### config.mk
export PLATFORM = sky130hd
export DESIGN_NAME = carf_regfile
export DESIGN_NICKNAME = d
export VERILOG_FILES = /design/src/pkg/carf_pkg.sv /design/src/design/carf_regfile.sv
export SDC_FILE = /design/constraint.sdc
export NUM_CORES = 1
export LEC_CHECK = 0
export ABC_AREA = 1
export BUFFER_PORTS_ARGS = -buffer_cell sky130_fd_sc_hd__buf_2
export CAP_MARGIN = 40
export CORE_ASPECT_RATIO = 1.75
export CORE_MARGIN = 4
export CORE_UTILIZATION = 45
export CTS_CLUSTER_DIAMETER = 100
export DETAILED_ROUTE_END_ITERATION = 16
export PLACE_DENSITY = 0.71
export SLEW_MARGIN = 20
export SYNTH_ARGS = -nofsm -noshare
export SYNTH_HDL_FRONTEND = slang
export SYNTH_SLANG_ARGS = --single-unit
### constraint.sdc
create_clock -name clock -period 16.9 [get_ports clock]
set_clock_uncertainty 0.1 [all_clocks]
set_input_delay 2.535 -clock clock [delete_from_list [all_inputs] [get_ports clock]]
set_output_delay 2.535 -clock clock [all_outputs]
set_load 0.1 [all_outputs]
### src/pkg/carf_pkg.sv
// Constants and types for the architectural register file.
// Assumes a single core clock; no software-visible bus.
package carf_pkg;
    localparam int CARF_NUM_GPR = 16;
    localparam int CARF_SHORT_W = 16;
    localparam int CARF_LONG_W = 32;
    localparam int CARF_PC_W = 24;
    localparam int CARF_FIRST_LONG = 12;
    localparam logic [3:0] CARF_IDX_RET = 4'hE;
    localparam logic [3:0] CARF_IDX_SP = 4'hF;
    localparam logic [31:0] CARF_ADDR_LIMIT = 32'h00FF_FFFF;
    localparam logic [31:0] CARF_ISTK_KEEP = 32'h00FF_FFFE;
    localparam logic [23:0] CARF_PC_RST = 24'h00_0000;
    localparam logic [31:0] CARF_REG_RST = 32'h0000_0000;
    localparam logic [15:0] CARF_CFG_RST = 16'h0000;
    localparam int CARF_CFG_SHORT_BIT = 9;
    localparam int CARF_PSW_USER_BIT = 3;
    localparam int CARF_PAIR_SHORT_TOP = 13;
    // Access sizes of one register port
    typedef enum logic [1:0] {
        CARF_SZ_BYTE,
        CARF_SZ_WORD,
        CARF_SZ_PAIR
    } carf_size_t;
    // Dedicated register selects
    typedef enum logic [2:0] {
        CARF_DR_NONE,
        CARF_DR_PC,
        CARF_DR_ISTK,
        CARF_DR_USTK,
        CARF_DR_BASE,
        CARF_DR_PSW,
        CARF_DR_CFG
    } carf_dreg_t;
endpackage

### src/design/carf_regfile.sv
// Architectural register file of the 16-bit core: sixteen general
// registers with mode dependent pairing, dedicated address registers,
// status and configuration words, stack selection and address trap.
// Assumes the execution unit drives requests on the core clock.
`timescale 1ns/10ps
module carf_regfile
    import carf_pkg::*;
#(
    parameter logic [23:0] PC_START = CARF_PC_RST
)
(
    // Clock, reset, enable
    input wire logic clock,
    input wire logic sys_rst,
    input wire logic clk_en,
    input wire logic warm_rst,
    // General register read port
    input wire logic [3:0] rd_idx,
    input wire carf_size_t rd_size,
    output logic [31:0] rd_data,
    // General register write port
    input wire logic wr_en,
    input wire logic [3:0] wr_idx,
    input wire carf_size_t wr_size,
    input wire logic [31:0] wr_data,
    // Dedicated register access
    input wire carf_dreg_t dr_sel,
    input wire logic dr_wr,
    input wire logic [31:0] dr_wdata,
    output logic [31:0] dr_rdata,
    // Program counter update
    input wire logic pc_ld,
    input wire logic [23:0] pc_next,
    output logic [23:0] pc,
    // Stack use
    input wire logic stk_access,
    input wire logic exc_stk_access,
    output logic [31:0] stack_ptr,
    output logic [31:0] interrupt_stack_pointer,
    output logic illegal_address_trap,
    output logic short_register_select
);
    ////////////////////////////////////////////////////////////////////
    // Storage: every general register entry is 32 bits; narrow ones keep upper half zero
    logic [31:0] gpr_q [CARF_NUM_GPR];
    logic [23:0] pc_q;
    logic [31:0] istk_q;
    logic [31:0] ustk_q;
    logic [31:0] base_q;
    logic [15:0] psw_q;
    logic [15:0] cfg_q;
    logic trap_q;

    wire short_mode = cfg_q[CARF_CFG_SHORT_BIT];
    wire user_mode = psw_q[CARF_PSW_USER_BIT];
    wire [3:0] rd_hi = rd_idx + 4'h1;
    wire [3:0] wr_hi = wr_idx + 4'h1;
    // pair uses low halves in short mode, except R15 which is one 32-bit register
    // single 32-bit register in native mode from R12 upward
    wire rd_single = !short_mode && (rd_idx >= 4'(CARF_FIRST_LONG));
    wire wr_single = !short_mode && (wr_idx >= 4'(CARF_FIRST_LONG));
    wire rd_sp_pair = short_mode && (rd_idx == CARF_IDX_SP);
    wire wr_sp_pair = short_mode && (wr_idx == CARF_IDX_SP);
    wire [15:0] rd_lo_w = gpr_q[rd_idx][15:0];
    wire [15:0] rd_hi_w = gpr_q[rd_hi][15:0];
    // byte read gives only low byte
    // word read uses only the lower word
    assign rd_data =
        (rd_size == CARF_SZ_BYTE) ? {24'h00_0000, rd_lo_w[7:0]} :
        (rd_size == CARF_SZ_WORD) ? {16'h0000, rd_lo_w} :
        (rd_single || rd_sp_pair) ? gpr_q[rd_idx] :
        {rd_hi_w, rd_lo_w};

    assign stack_ptr = user_mode ? ustk_q : gpr_q[CARF_IDX_SP];
    // interrupt stack always exposed on its own output and through dr_rdata, never through stack_ptr
    assign interrupt_stack_pointer = istk_q;
    // user stack above 24-bit space is an illegal address
    wire trap_hit = stk_access && !exc_stk_access && user_mode &&
        (ustk_q > CARF_ADDR_LIMIT);
    assign illegal_address_trap = trap_q;
    assign short_register_select = short_mode;
    assign pc = pc_q;
    assign dr_rdata =
        (dr_sel == CARF_DR_PC) ? {8'h00, pc_q} :
        (dr_sel == CARF_DR_ISTK) ? istk_q :
        (dr_sel == CARF_DR_USTK) ? ustk_q :
        (dr_sel == CARF_DR_BASE) ? base_q :
        (dr_sel == CARF_DR_PSW) ? {16'h0000, psw_q} :
        (dr_sel == CARF_DR_CFG) ? {16'h0000, cfg_q} : 32'h0000_0000;

    ////////////////////////////////////////////////////////////////////
    // General registers, one generate entry each
    for (genvar i = 0; i < CARF_NUM_GPR; i++)
    begin : g_gpr
        localparam bit LONG = (i >= CARF_FIRST_LONG);
        wire hit_lo = wr_en && (wr_idx == 4'(i));
        wire hit_hi = wr_en && (wr_size == CARF_SZ_PAIR) && !wr_single &&
            !wr_sp_pair && (wr_hi == 4'(i)) && (wr_idx != CARF_IDX_SP);
        logic [31:0] nxt;
        always_comb
        begin
            nxt = gpr_q[i];
            if (hit_lo)
            begin
                // byte write leaves upper part untouched
                if (wr_size == CARF_SZ_BYTE)
                    nxt[7:0] = wr_data[7:0];
                // word write leaves upper word untouched
                else if (wr_size == CARF_SZ_WORD)
                    nxt[15:0] = wr_data[15:0];
                else if (wr_single || wr_sp_pair)
                    nxt = wr_data;
                else
                    nxt[15:0] = wr_data[15:0];
            end
            else if (hit_hi)
                nxt[15:0] = wr_data[31:16];
            // narrow registers hold 16 bits only
            if (!LONG)
                nxt[31:16] = 16'h0000;
        end
        always_ff @(posedge clock or posedge sys_rst)
        begin
            if (sys_rst)
                gpr_q[i] <= CARF_REG_RST;
            else if (clk_en)
            begin
                // previous PC lands in pair (R1,R0)
                if (warm_rst && i == 0)
                    gpr_q[i] <= {16'h0000, pc_q[15:0]};
                else if (warm_rst && i == 1)
                    gpr_q[i] <= {24'h00_0000, pc_q[23:16]};
                else if (!warm_rst)
                    gpr_q[i] <= nxt;
            end
        end
    end

    ////////////////////////////////////////////////////////////////////
    // Dedicated registers
    wire dw_pc = dr_wr && (dr_sel == CARF_DR_PC);
    wire dw_istk = dr_wr && (dr_sel == CARF_DR_ISTK);
    wire dw_ustk = dr_wr && (dr_sel == CARF_DR_USTK);
    wire dw_base = dr_wr && (dr_sel == CARF_DR_BASE);
    wire dw_psw = dr_wr && (dr_sel == CARF_DR_PSW);
    wire dw_cfg = dr_wr && (dr_sel == CARF_DR_CFG);
    wire [23:0] pc_d = dw_pc ? {dr_wdata[23:1], 1'b0} :
        {pc_next[23:1], 1'b0};
    // base stored as written; software keeps reserved bits zero
    // reserved bits stored as given, no check
    always_ff @(posedge clock or posedge sys_rst)
    begin
        if (sys_rst)
        begin
            pc_q <= {PC_START[23:1], 1'b0};
            istk_q <= CARF_REG_RST;
            ustk_q <= CARF_REG_RST;
            base_q <= CARF_REG_RST;
            psw_q <= CARF_CFG_RST;
            cfg_q <= CARF_CFG_RST;
            trap_q <= 1'b0;
        end
        else if (clk_en)
        begin
            if (warm_rst)
            begin
                pc_q <= {PC_START[23:1], 1'b0};
                cfg_q <= CARF_CFG_RST;
            end
            else
            begin
                if (pc_ld || dw_pc)
                    pc_q <= pc_d;
                // reserved interrupt stack bits forced zero
                if (dw_istk)
                    istk_q <= dr_wdata & CARF_ISTK_KEEP;
                if (dw_ustk)
                    ustk_q <= dr_wdata;
                if (dw_base)
                    base_q <= dr_wdata;
                if (dw_psw)
                    psw_q <= dr_wdata[15:0];
                if (dw_cfg)
                    cfg_q <= dr_wdata[15:0];
            end
            trap_q <= trap_hit && !warm_rst;
        end
    end
endmodule // carf_regfile

==> Word-level counts from Yosys, hierarchy flattened <==
Index checks and enable logic that the tools add are counted.
{ "totals": {"inputBits": 112, "ff_bits": 464, "output_inout_bits": 154, "word_cells": 311} }
{ "op_classes": {"magnitude_cmp": 5, "reduce_logical": 137, "n_mux": 62, "addsub": 2, "bitwise": 5, "eq_ne": 57} }
{ "op_table": {"columns": ["op", "count"], "rows": [
  ["$mux 16", 40],
  ["$mux 32", 10],
  ["$bmux 32 s4", 2],
  ["$mux 24", 3],
  ["$eq 4x4->1 const B", 17],
  ["$logic_and 1x1->1", 65],
  ["$reduce_and 3->1", 20],
  ["$mux 8", 7],
  ["$reduce_and 4->1", 14],
  ["$eq 4x3->1 const B", 8],
  ["$gt 32x24->1 const B", 1],
  ["$reduce_bool 2->1", 16],
  ["$ne 2x2->1 const B", 14],
  ["$reduce_and 6->1", 4],
  ["$eq 4x2->1 const B", 4],
  ["$ge 5x5->1 const B", 2],
  ["$not 4->5", 2],
  ["$eq 3x3->1 const B", 3],
  ["$add 4x1->4 const B", 2],
  ["$eq 4x1->1 const B", 2],
  ["$ge 4x4->1 const B", 2],
  ["$logic_not 4->1", 2],
  ["$reduce_and 2->1", 4],
  ["$eq 3x2->1 const B", 2],
  ["10 further kinds", 22]
]} }

==> Longest topological paths before layout <==
Gate-level depths: netlist of the first run.
{ "logic_depth": {"ltp_word": 10, "depth_mapped": 11} }

==> Worst setup path before layout of the first run <==
No wires, ideal clock.
{ "synth_timing": {"path_kind": "input to output", "start": "in dr_sel[0]", "end": "out dr_rdata[21]", "cell_stages": 5, "arrival_ns": 5.296, "setup_slack_ns": 8.969, "cell_sequence": "inv_1 -> nor2_2 -> nand2_1 -> clkbuf_1 -> o21ai_0"} }
{ "synth_via": {"elab_chain_len": 5} }
{ "synth_rtl": {"columns": ["item", "line_no", "rtl"], "rows": [
  ["start, declared", "carf_regfile.sv:27", "input wire carf_dreg_t dr_sel,"],
  ["$eq 3x3->1", "carf_regfile.sv:87", "(dr_sel == CARF_DR_BASE) ? base_q :"],
  ["$mux 32", "carf_regfile.sv:87", null],
  ["$mux 32", "carf_regfile.sv:86", "(dr_sel == CARF_DR_USTK) ? ustk_q :"],
  ["$mux 32", "carf_regfile.sv:85", "(dr_sel == CARF_DR_ISTK) ? istk_q :"],
  ["$mux 32 (*)", "carf_regfile.sv:84", "(dr_sel == CARF_DR_PC) ? {8'h00, pc_q} :"],
  ["end, declared", "carf_regfile.sv:30", "output logic [31:0] dr_rdata,"]
]} }
Mark *: on every way between the ends. The rest lies on a longest branch, timed or not.

==> Worst setup path in the final report of the first run <==
{ "layout_timing": {"start": "in rd_idx[0]", "end": "out rd_data[19]"} }
{ "layout_via": {"elab_chain_len": 8} }
{ "layout_rtl": {"columns": ["item", "line_no", "rtl"], "rows": [
  ["start, declared", "carf_regfile.sv:18", "input wire logic [3:0] rd_idx,"],
  ["$add 4x1->4", "carf_regfile.sv:56", "wire [3:0] rd_hi = rd_idx + 4'h1;"],
  ["$not 4->5 (implied by the code)", "carf_regfile.sv:65", "wire [15:0] rd_hi_w = gpr_q[rd_hi][15:0];"],
  ["$bmux 32 s4", "carf_regfile.sv:65", null],
  ["$mux 16 (implied by the code) (2 in series)", "carf_regfile.sv:65", null],
  ["$mux 32 (*)", "carf_regfile.sv:71", "(rd_single || rd_sp_pair) ? gpr_q[rd_idx] :"],
  ["$mux 32 (*)", "carf_regfile.sv:70", "(rd_size == CARF_SZ_WORD) ? {16'h0000, rd_lo_w} :"],
  ["$mux 32 (*)", "carf_regfile.sv:69", "(rd_size == CARF_SZ_BYTE) ? {24'h00_0000, rd_lo_w[7:0]} :"],
  ["end, declared", "carf_regfile.sv:20", "output logic [31:0] rd_data,"]
]} }
Mark *: on every way between the ends. The rest lies on a longest branch, timed or not. The select of a mux whose other input is x is not followed.

==> results of run 1 <==
## routing by layer
layer | vias to the layer above | wire length, um | part of all wire
met4 | 8 | 7810 | 0.077
met2 | 1430 | 48100 | 0.48
li1 | 13500 | - | -
met3 | 411 | 8440 | 0.083
met5 | - | 56 | 0.00055
met1 | 13000 | 36700 | 0.36
## state kept, by name (all words and copies together), names as in the netlist
| register | flops |
|---|---|
| ustk_q | 32 |
| illegal_address_trap | 1 |
| base_q | 32 |
| gpr_q | 320 |
| psw_q | 16 |
| interrupt_stack_pointer | 23 |
| cfg_q | 16 |
| pc | 23 |
## cells by family after synthesis
kind of cell	Yosys count	share of synthesized area
AOI/OAI and AO/OA	1104	0.212
DFF	463	0.420
and+or+nand+nor	1819	0.268
buffers and inverters	697	0.0983
adders and majority gates	1	0.000453
other	1	0.000136
xor gates and xnor gates	4	0.00127
## cell type report
cell class,instances,area (um^2),share of cell area
diodes,8,20.0,0.000645
clock buffers,64,1280,0.0411
clock inverters,12,125,0.00403
inverters,392,1480,0.0478
multi-input cells,2938,13400,0.432
flip-flops and latches,463,11600,0.373
well taps,786,983,0.0317
repair buffers,323,2170,0.0699
## Yosys cell counts (all sizes together)
cell,instances
a21oi,111
conb,1
a22oi,7
o21bai,1
o21ai,882
nand4,34
ha,1
dfrtp,463
buf,78
o22a,1
o22ai,16
o2111ai,21
a31oi,2
nor3,8
o211ai,55
nor4,2
inv,384
nand3,333
clkbuf,227
nand2,1356
clkinv,8
xor2,3
nor2,86
a22o,7
o32ai,1
xnor2,1
## worst max-delay path: stages
cell and delay, ps:
buf_8 610, ha_2 450, clkinv_2 450, buf_4 530
nand3_1 160, nand3_1 110, nand3_1 80, nand3_1 100
nand2_1 150, inv_1 70, buf_2 420
## path summary, 6_finish.rpt
| check | end | slack (ps) |
|---|---|---|
| min | gpr_q[14]$_DFFE_PP0P_ | 380 |
| max in group asynchronous | gpr_q[46]$_DFFE_PP0P_ | 12610 |
| min in group asynchronous | gpr_q[482]$_DFFE_PP0P_ | 1840 |
| min reg2reg | gpr_q[14]$_DFFE_PP0P_ | 380 |
| max | rd_data[19] | 8530 |
| max reg2reg | gpr_q[111]$_DFFE_PP0P_ | 14240 |
## stage by stage
| stage | area (um^2) | total power, mW | instances | setup slack (ps) | hold WS [ps] |
|---|---|---|---|---|---|
| CTS | 30900 | 3.40 | 4972 | 8480 | 375 |
| finish | 31000 | 3.40 | 4986 | 8530 | 375 |
| global route | 31000 | 3.55 | 4979 | 8430 | 389 |
| detailed placement | 29500 | 2.40 | 4896 | 8490 | 358 |
| global placement | 29000 | 2.37 | 4869 | 8240 | 353 |
| floorplan | 27600 | 2.14 | 4098 | 1350 | 342 |
## where the power goes
part	total, mW	internal [mW]	switching [mW]	leakage, nW
registers	1.38	1.26	0.115	6.12
logic	1.02	0.226	0.791	8.61
clock network	1.01	0.554	0.456	0.697
total	3.40	2.04	1.36	15.4
==> flow_metrics.py, run 1 <==
metrics = {
    "pwr": {
        "power.density_mw_per_mm2": 110,
        "ir_drop_uv": 107,
        "cellLeakagePower_nw": 15.4,
    },
    "setup_path": {
        "r2r_start": "cfg_q[9]$_DFFE_PP0P_",
        "cp-startpoint": "rd_idx[0]",
        "arrival_ps": 5730,
        "crit_type": "in2out",
        "worstSetupEndpointType": "output pin",
        "crit_path_start_kind": "input pin",
        "crit_required_ps": 14270,
        "r2r_cells": 7,
        "critPathMaxFanout": 157,
    },
    "grt": {
        "grt-ovfl-total": 0,
        "met2_usage": 0.508,
        "grt_most_used_layer": "met2",
        "grt_pass1_vias": 26500,
        "grt_pass1_wl_um": 154000,
        "use_met3": 0.0490,
        "grt_max_degree": 158,
        "gr-usage-met1": 0.349,
        "grtUsageTotal": 0.298,
        "antenna_found_initial": 16,
    },
    "layout": {
        "nNetsFinal": 4274,
        "final_common_cell": "nand2_1",
        "final_cell_mix": "nand2_1 (1348), o21ai_0 (853), dfrtp_1 (463)",
        "n_fill_cell": 6080,
        "fin_util": 0.513,
        "drive_gt1_frac": 0.102,
        "area_growth_pct": 12.4,
    },
    "clocking": {
        "clock-root-buffer": "clkbuf_16",
        "cts_resized": 0,
        "clk_pin_slew_ps": 60,
        "post_cts_buffers": 0,
        "clock_latency_ps": 580,
        "clockBufferDepth": 3,
        "cts_hold_buffers": 0,
        "numCtsBuffers": 43,
        "ctsHtreeMaxLevel": 2,
        "cts_tree": "done",
        "clock-sinks": 463,
    },
    "sta": {
        "min_period_ps": 8370,
        "hold_viol_final": 0,
        "tns_ps": 0,
        "slew_headroom": 0.388,
        "worst_slew_pin_slew_ps": 918,
        "rsz0062_at_grt": "no",
        "slew_viol_final": 0,
        "period_share": 0.495,
        "fmax_mhz": 119,
        "setup_violations": 0,
    },
    "synthesis": {
        "yosys_warnings": 0,
        "synth_top_area_share": 0.420,
        "synthCells": 4089,
        "yosys.cell_types.count": 38,
        "ys_ff_latch": 463,
        "syn_avg_cell_area_um2": 6.75,
        "synth_top_cell_by_area": "dfrtp_1",
        "ys_seq_area_frac": 0.420,
        "synthTopCellsByArea": "dfrtp_1 (42%), nand2_1 (18%), o21ai_0 (15%), nand3_1 (6.0%), inv_1 (5.1%)",
        "synth.cell_area_mm2": 0.0276,
    },
    "detailed_routing": {
        "num_vias": 28300,
        "wl_um": 101000,
        "wl_per_cell_um": 20.3,
        "remaining_drc_errors": 0,
        "first_pass_iters": 6,
        "first_iter_violations": 2687,
        "via_per_inst": 5.67,
        "ant_nets": 0,
    },
    "place": {
        "gp_congestion": 0.975,
        "portBuffers": 254,
        "dpl.hpwl_um": 71200,
    },
    "die": {
        "core-area_mm2": 0.0605,
        "die_w_um": 195,
        "start_util": 0.457,
        "io_pins": 266,
        "rows": 119,
        "die_y_um": 336,
        "die-area_mm2": 0.0655,
    },
    "min_path": {
        "min_path_type": "reg2reg",
        "min_from": "gpr_q[14]$_DFFE_PP0P_",
        "holdPathStages": 2,
    },
    "outcome": {
        "status": "complete, no violations",
    },
    "job": {
        "maxCapViolCount": 0,
    },
}
(Power assumes the default switching activity.)
==> inputs of run 2 (changes only) <==
- clock period: 16.9 -> 8.05 ns (I/O delays scaled with it)
==> run 2 against run 1 <==
Die area unchanged. Cell count about the same. Critical path type unchanged. Design area about the same. Power increased by 110%. Non-clock buffer count decreased by 2.
==> flow_metrics.py, run 2 (synthesized netlist as in run 1, its figures left out) <==
metrics = {
    "die": {
        "io_pins": 266,
        "die-area_mm2": 0.0655,
        "start_util": 0.457,
        "rows": 119,
        "die_y_um": 336,
        "core-area_mm2": 0.0605,
        "die_w_um": 195,
    },
    "pwr": {
        "total_power_mw": 7.24,
        "power.density_mw_per_mm2": 233,
        "ir_drop_uv": 231,
        "p_sw_frac": 0.398,
        "seq_power_share": 0.399,
        "cellLeakagePower_nw": 15.4,
        "comb_power_share": 0.295,
        "intPower_mw": 4.36,
        "clockPowerShare": 0.306,
        "netSwitchingPower_mw": 2.88,
    },
    "detailed_routing": {
        "first_pass_iters": 6,
        "via_per_inst": 5.69,
        "first_iter_violations": 2909,
        "num_vias": 28400,
        "wl_um": 102000,
        "ant_nets": 0,
        "wl_per_cell_um": 20.4,
        "remaining_drc_errors": 0,
    },
    "place": {
        "dpl.hpwl_um": 72200,
        "place_inst": 4897,
        "gp_congestion": 0.972,
        "pre_cts_ws_ps": 2340,
        "dpl_cell_area_mm2": 0.0295,
        "portBuffers": 254,
    },
    "sta": {
        "rsz0062_at_grt": "no",
        "slew_headroom": 0.400,
        "period_share": 0.695,
        "min_period_ps": 5590,
        "slew_viol_final": 0,
        "tns_ps": 0,
        "setup_violations": 0,
        "hold_viol_final": 0,
        "fin_ws_ps": 2460,
        "worst_slew_pin_slew_ps": 900,
        "fmax_mhz": 179,
        "hold_ws_ps": 374,
    },
    "clocking": {
        "cts_tree": "done",
        "numCtsBuffers": 45,
        "clock-root-buffer": "clkbuf_16",
        "clockBufferDepth": 3,
        "post_cts_buffers": 0,
        "cts_resized": 0,
        "clock_latency_ps": 590,
        "cts_hold_buffers": 0,
        "ctsHtreeMaxLevel": 2,
        "clock-sinks": 463,
        "clk_pin_slew_ps": 70,
    },
    "outcome": {
        "status": "complete, no violations",
    },
    "layout": {
        "largest_reg_flops": 320,
        "final_common_cell": "nand2_1",
        "seqCellArea_mm2": 0.0116,
        "n_fill_cell": 6115,
        "drive_gt1_frac": 0.103,
        "final_cell_area_mm2": 0.0310,
        "multi_input_area_mm2": 0.0134,
        "area_growth_pct": 12.4,
        "final_cell_mix": "nand2_1 (1348), o21ai_0 (853), dfrtp_1 (463)",
        "top_register": "gpr_q",
        "stdcell_count": 4989,
        "nNetsFinal": 4274,
        "fin_util": 0.514,
        "reg_top3": "gpr_q (320), base_q (32), ustk_q (32)",
    },
    "grt": {
        "grt_pass1_vias": 26800,
        "grt_max_degree": 134,
        "antenna_found_initial": 11,
        "grtUsageTotal": 0.302,
        "grt-ovfl-total": 0,
        "grt_pass1_wl_um": 156000,
    },
    "setup_path": {
        "crit_path_start_kind": "input pin",
        "worstSetupEndpointType": "output pin",
        "critPathMaxFanout": 67,
        "crit_required_ps": 6740,
        "crit_type": "in2out",
        "arrival_ps": 4280,
    },
    "min_path": {
        "min_path_type": "reg2reg",
    },
    "job": {
        "maxCapViolCount": 0,
    },
}
==> run 2: cell type report <==
| class | count | area share |
|---|---|---|
| diodes | 7 | 0.000564 |
| clock buffers | 66 | 0.0424 |
| clock inverters | 16 | 0.00597 |
| inverters | 392 | 0.0476 |
| multi-input cells | 2938 | 0.431 |
| flip-flops and latches | 463 | 0.373 |
| well taps | 786 | 0.0317 |
| repair buffers | 321 | 0.0672 |
==> run 2: final timing paths <==
kind / start / end / slack [ps] / depth (start not counted)
min in group asynchronous: sys_rst / gpr_q[238]$_DFFE_PP0P_ / 500 / 2
worst min-delay path: gpr_q[74]$_DFFE_PP0P_ / gpr_q[74]$_DFFE_PP0P_ / 370 / 2
max in group asynchronous: sys_rst / ustk_q[1]$_DFFE_PP0P_ / 5530 / 4
worst min register to register: gpr_q[74]$_DFFE_PP0P_ / gpr_q[74]$_DFFE_PP0P_ / 370 / 2
worst max-delay path: rd_idx[1] / rd_data[24] / 2460 / 10
worst max register to register: cfg_q[9]$_DFFE_PP0P_ / gpr_q[78]$_DFFE_PP0P_ / 5470 / 7
==> run 2: power groups by stage <==
stage	logic, mW	clock network (mW)	registers, mW
detailed placement	2.11	0	2.92
global route	2.31	2.31	2.93
CTS	2.12	2.23	2.88
finish	2.14	2.21	2.89
global placement	2.07	0	2.92
floorplan	1.40	0	3.11
==> run 2: metal layers <==
| layer | share of wire | GRT usage | wire length, um |
|---|---|---|---|
| met5 | 0.00072 | 0 | 73 |
| met4 | 0.071 | 0.182 | 7200 |
| met3 | 0.087 | 0.0518 | 8830 |
| met2 | 0.48 | 0.513 | 48900 |
| met1 | 0.36 | 0.356 | 37000 |
==> run 2: worst max-delay path, stage by stage <==
cell and delay (ps):
buf_4 600, buf_4 760, nand3_1 240, xor2_1 180
buf_4 300, nand3_1 110, nand3_1 200, nand2_1 130
inv_1 70, buf_2 420
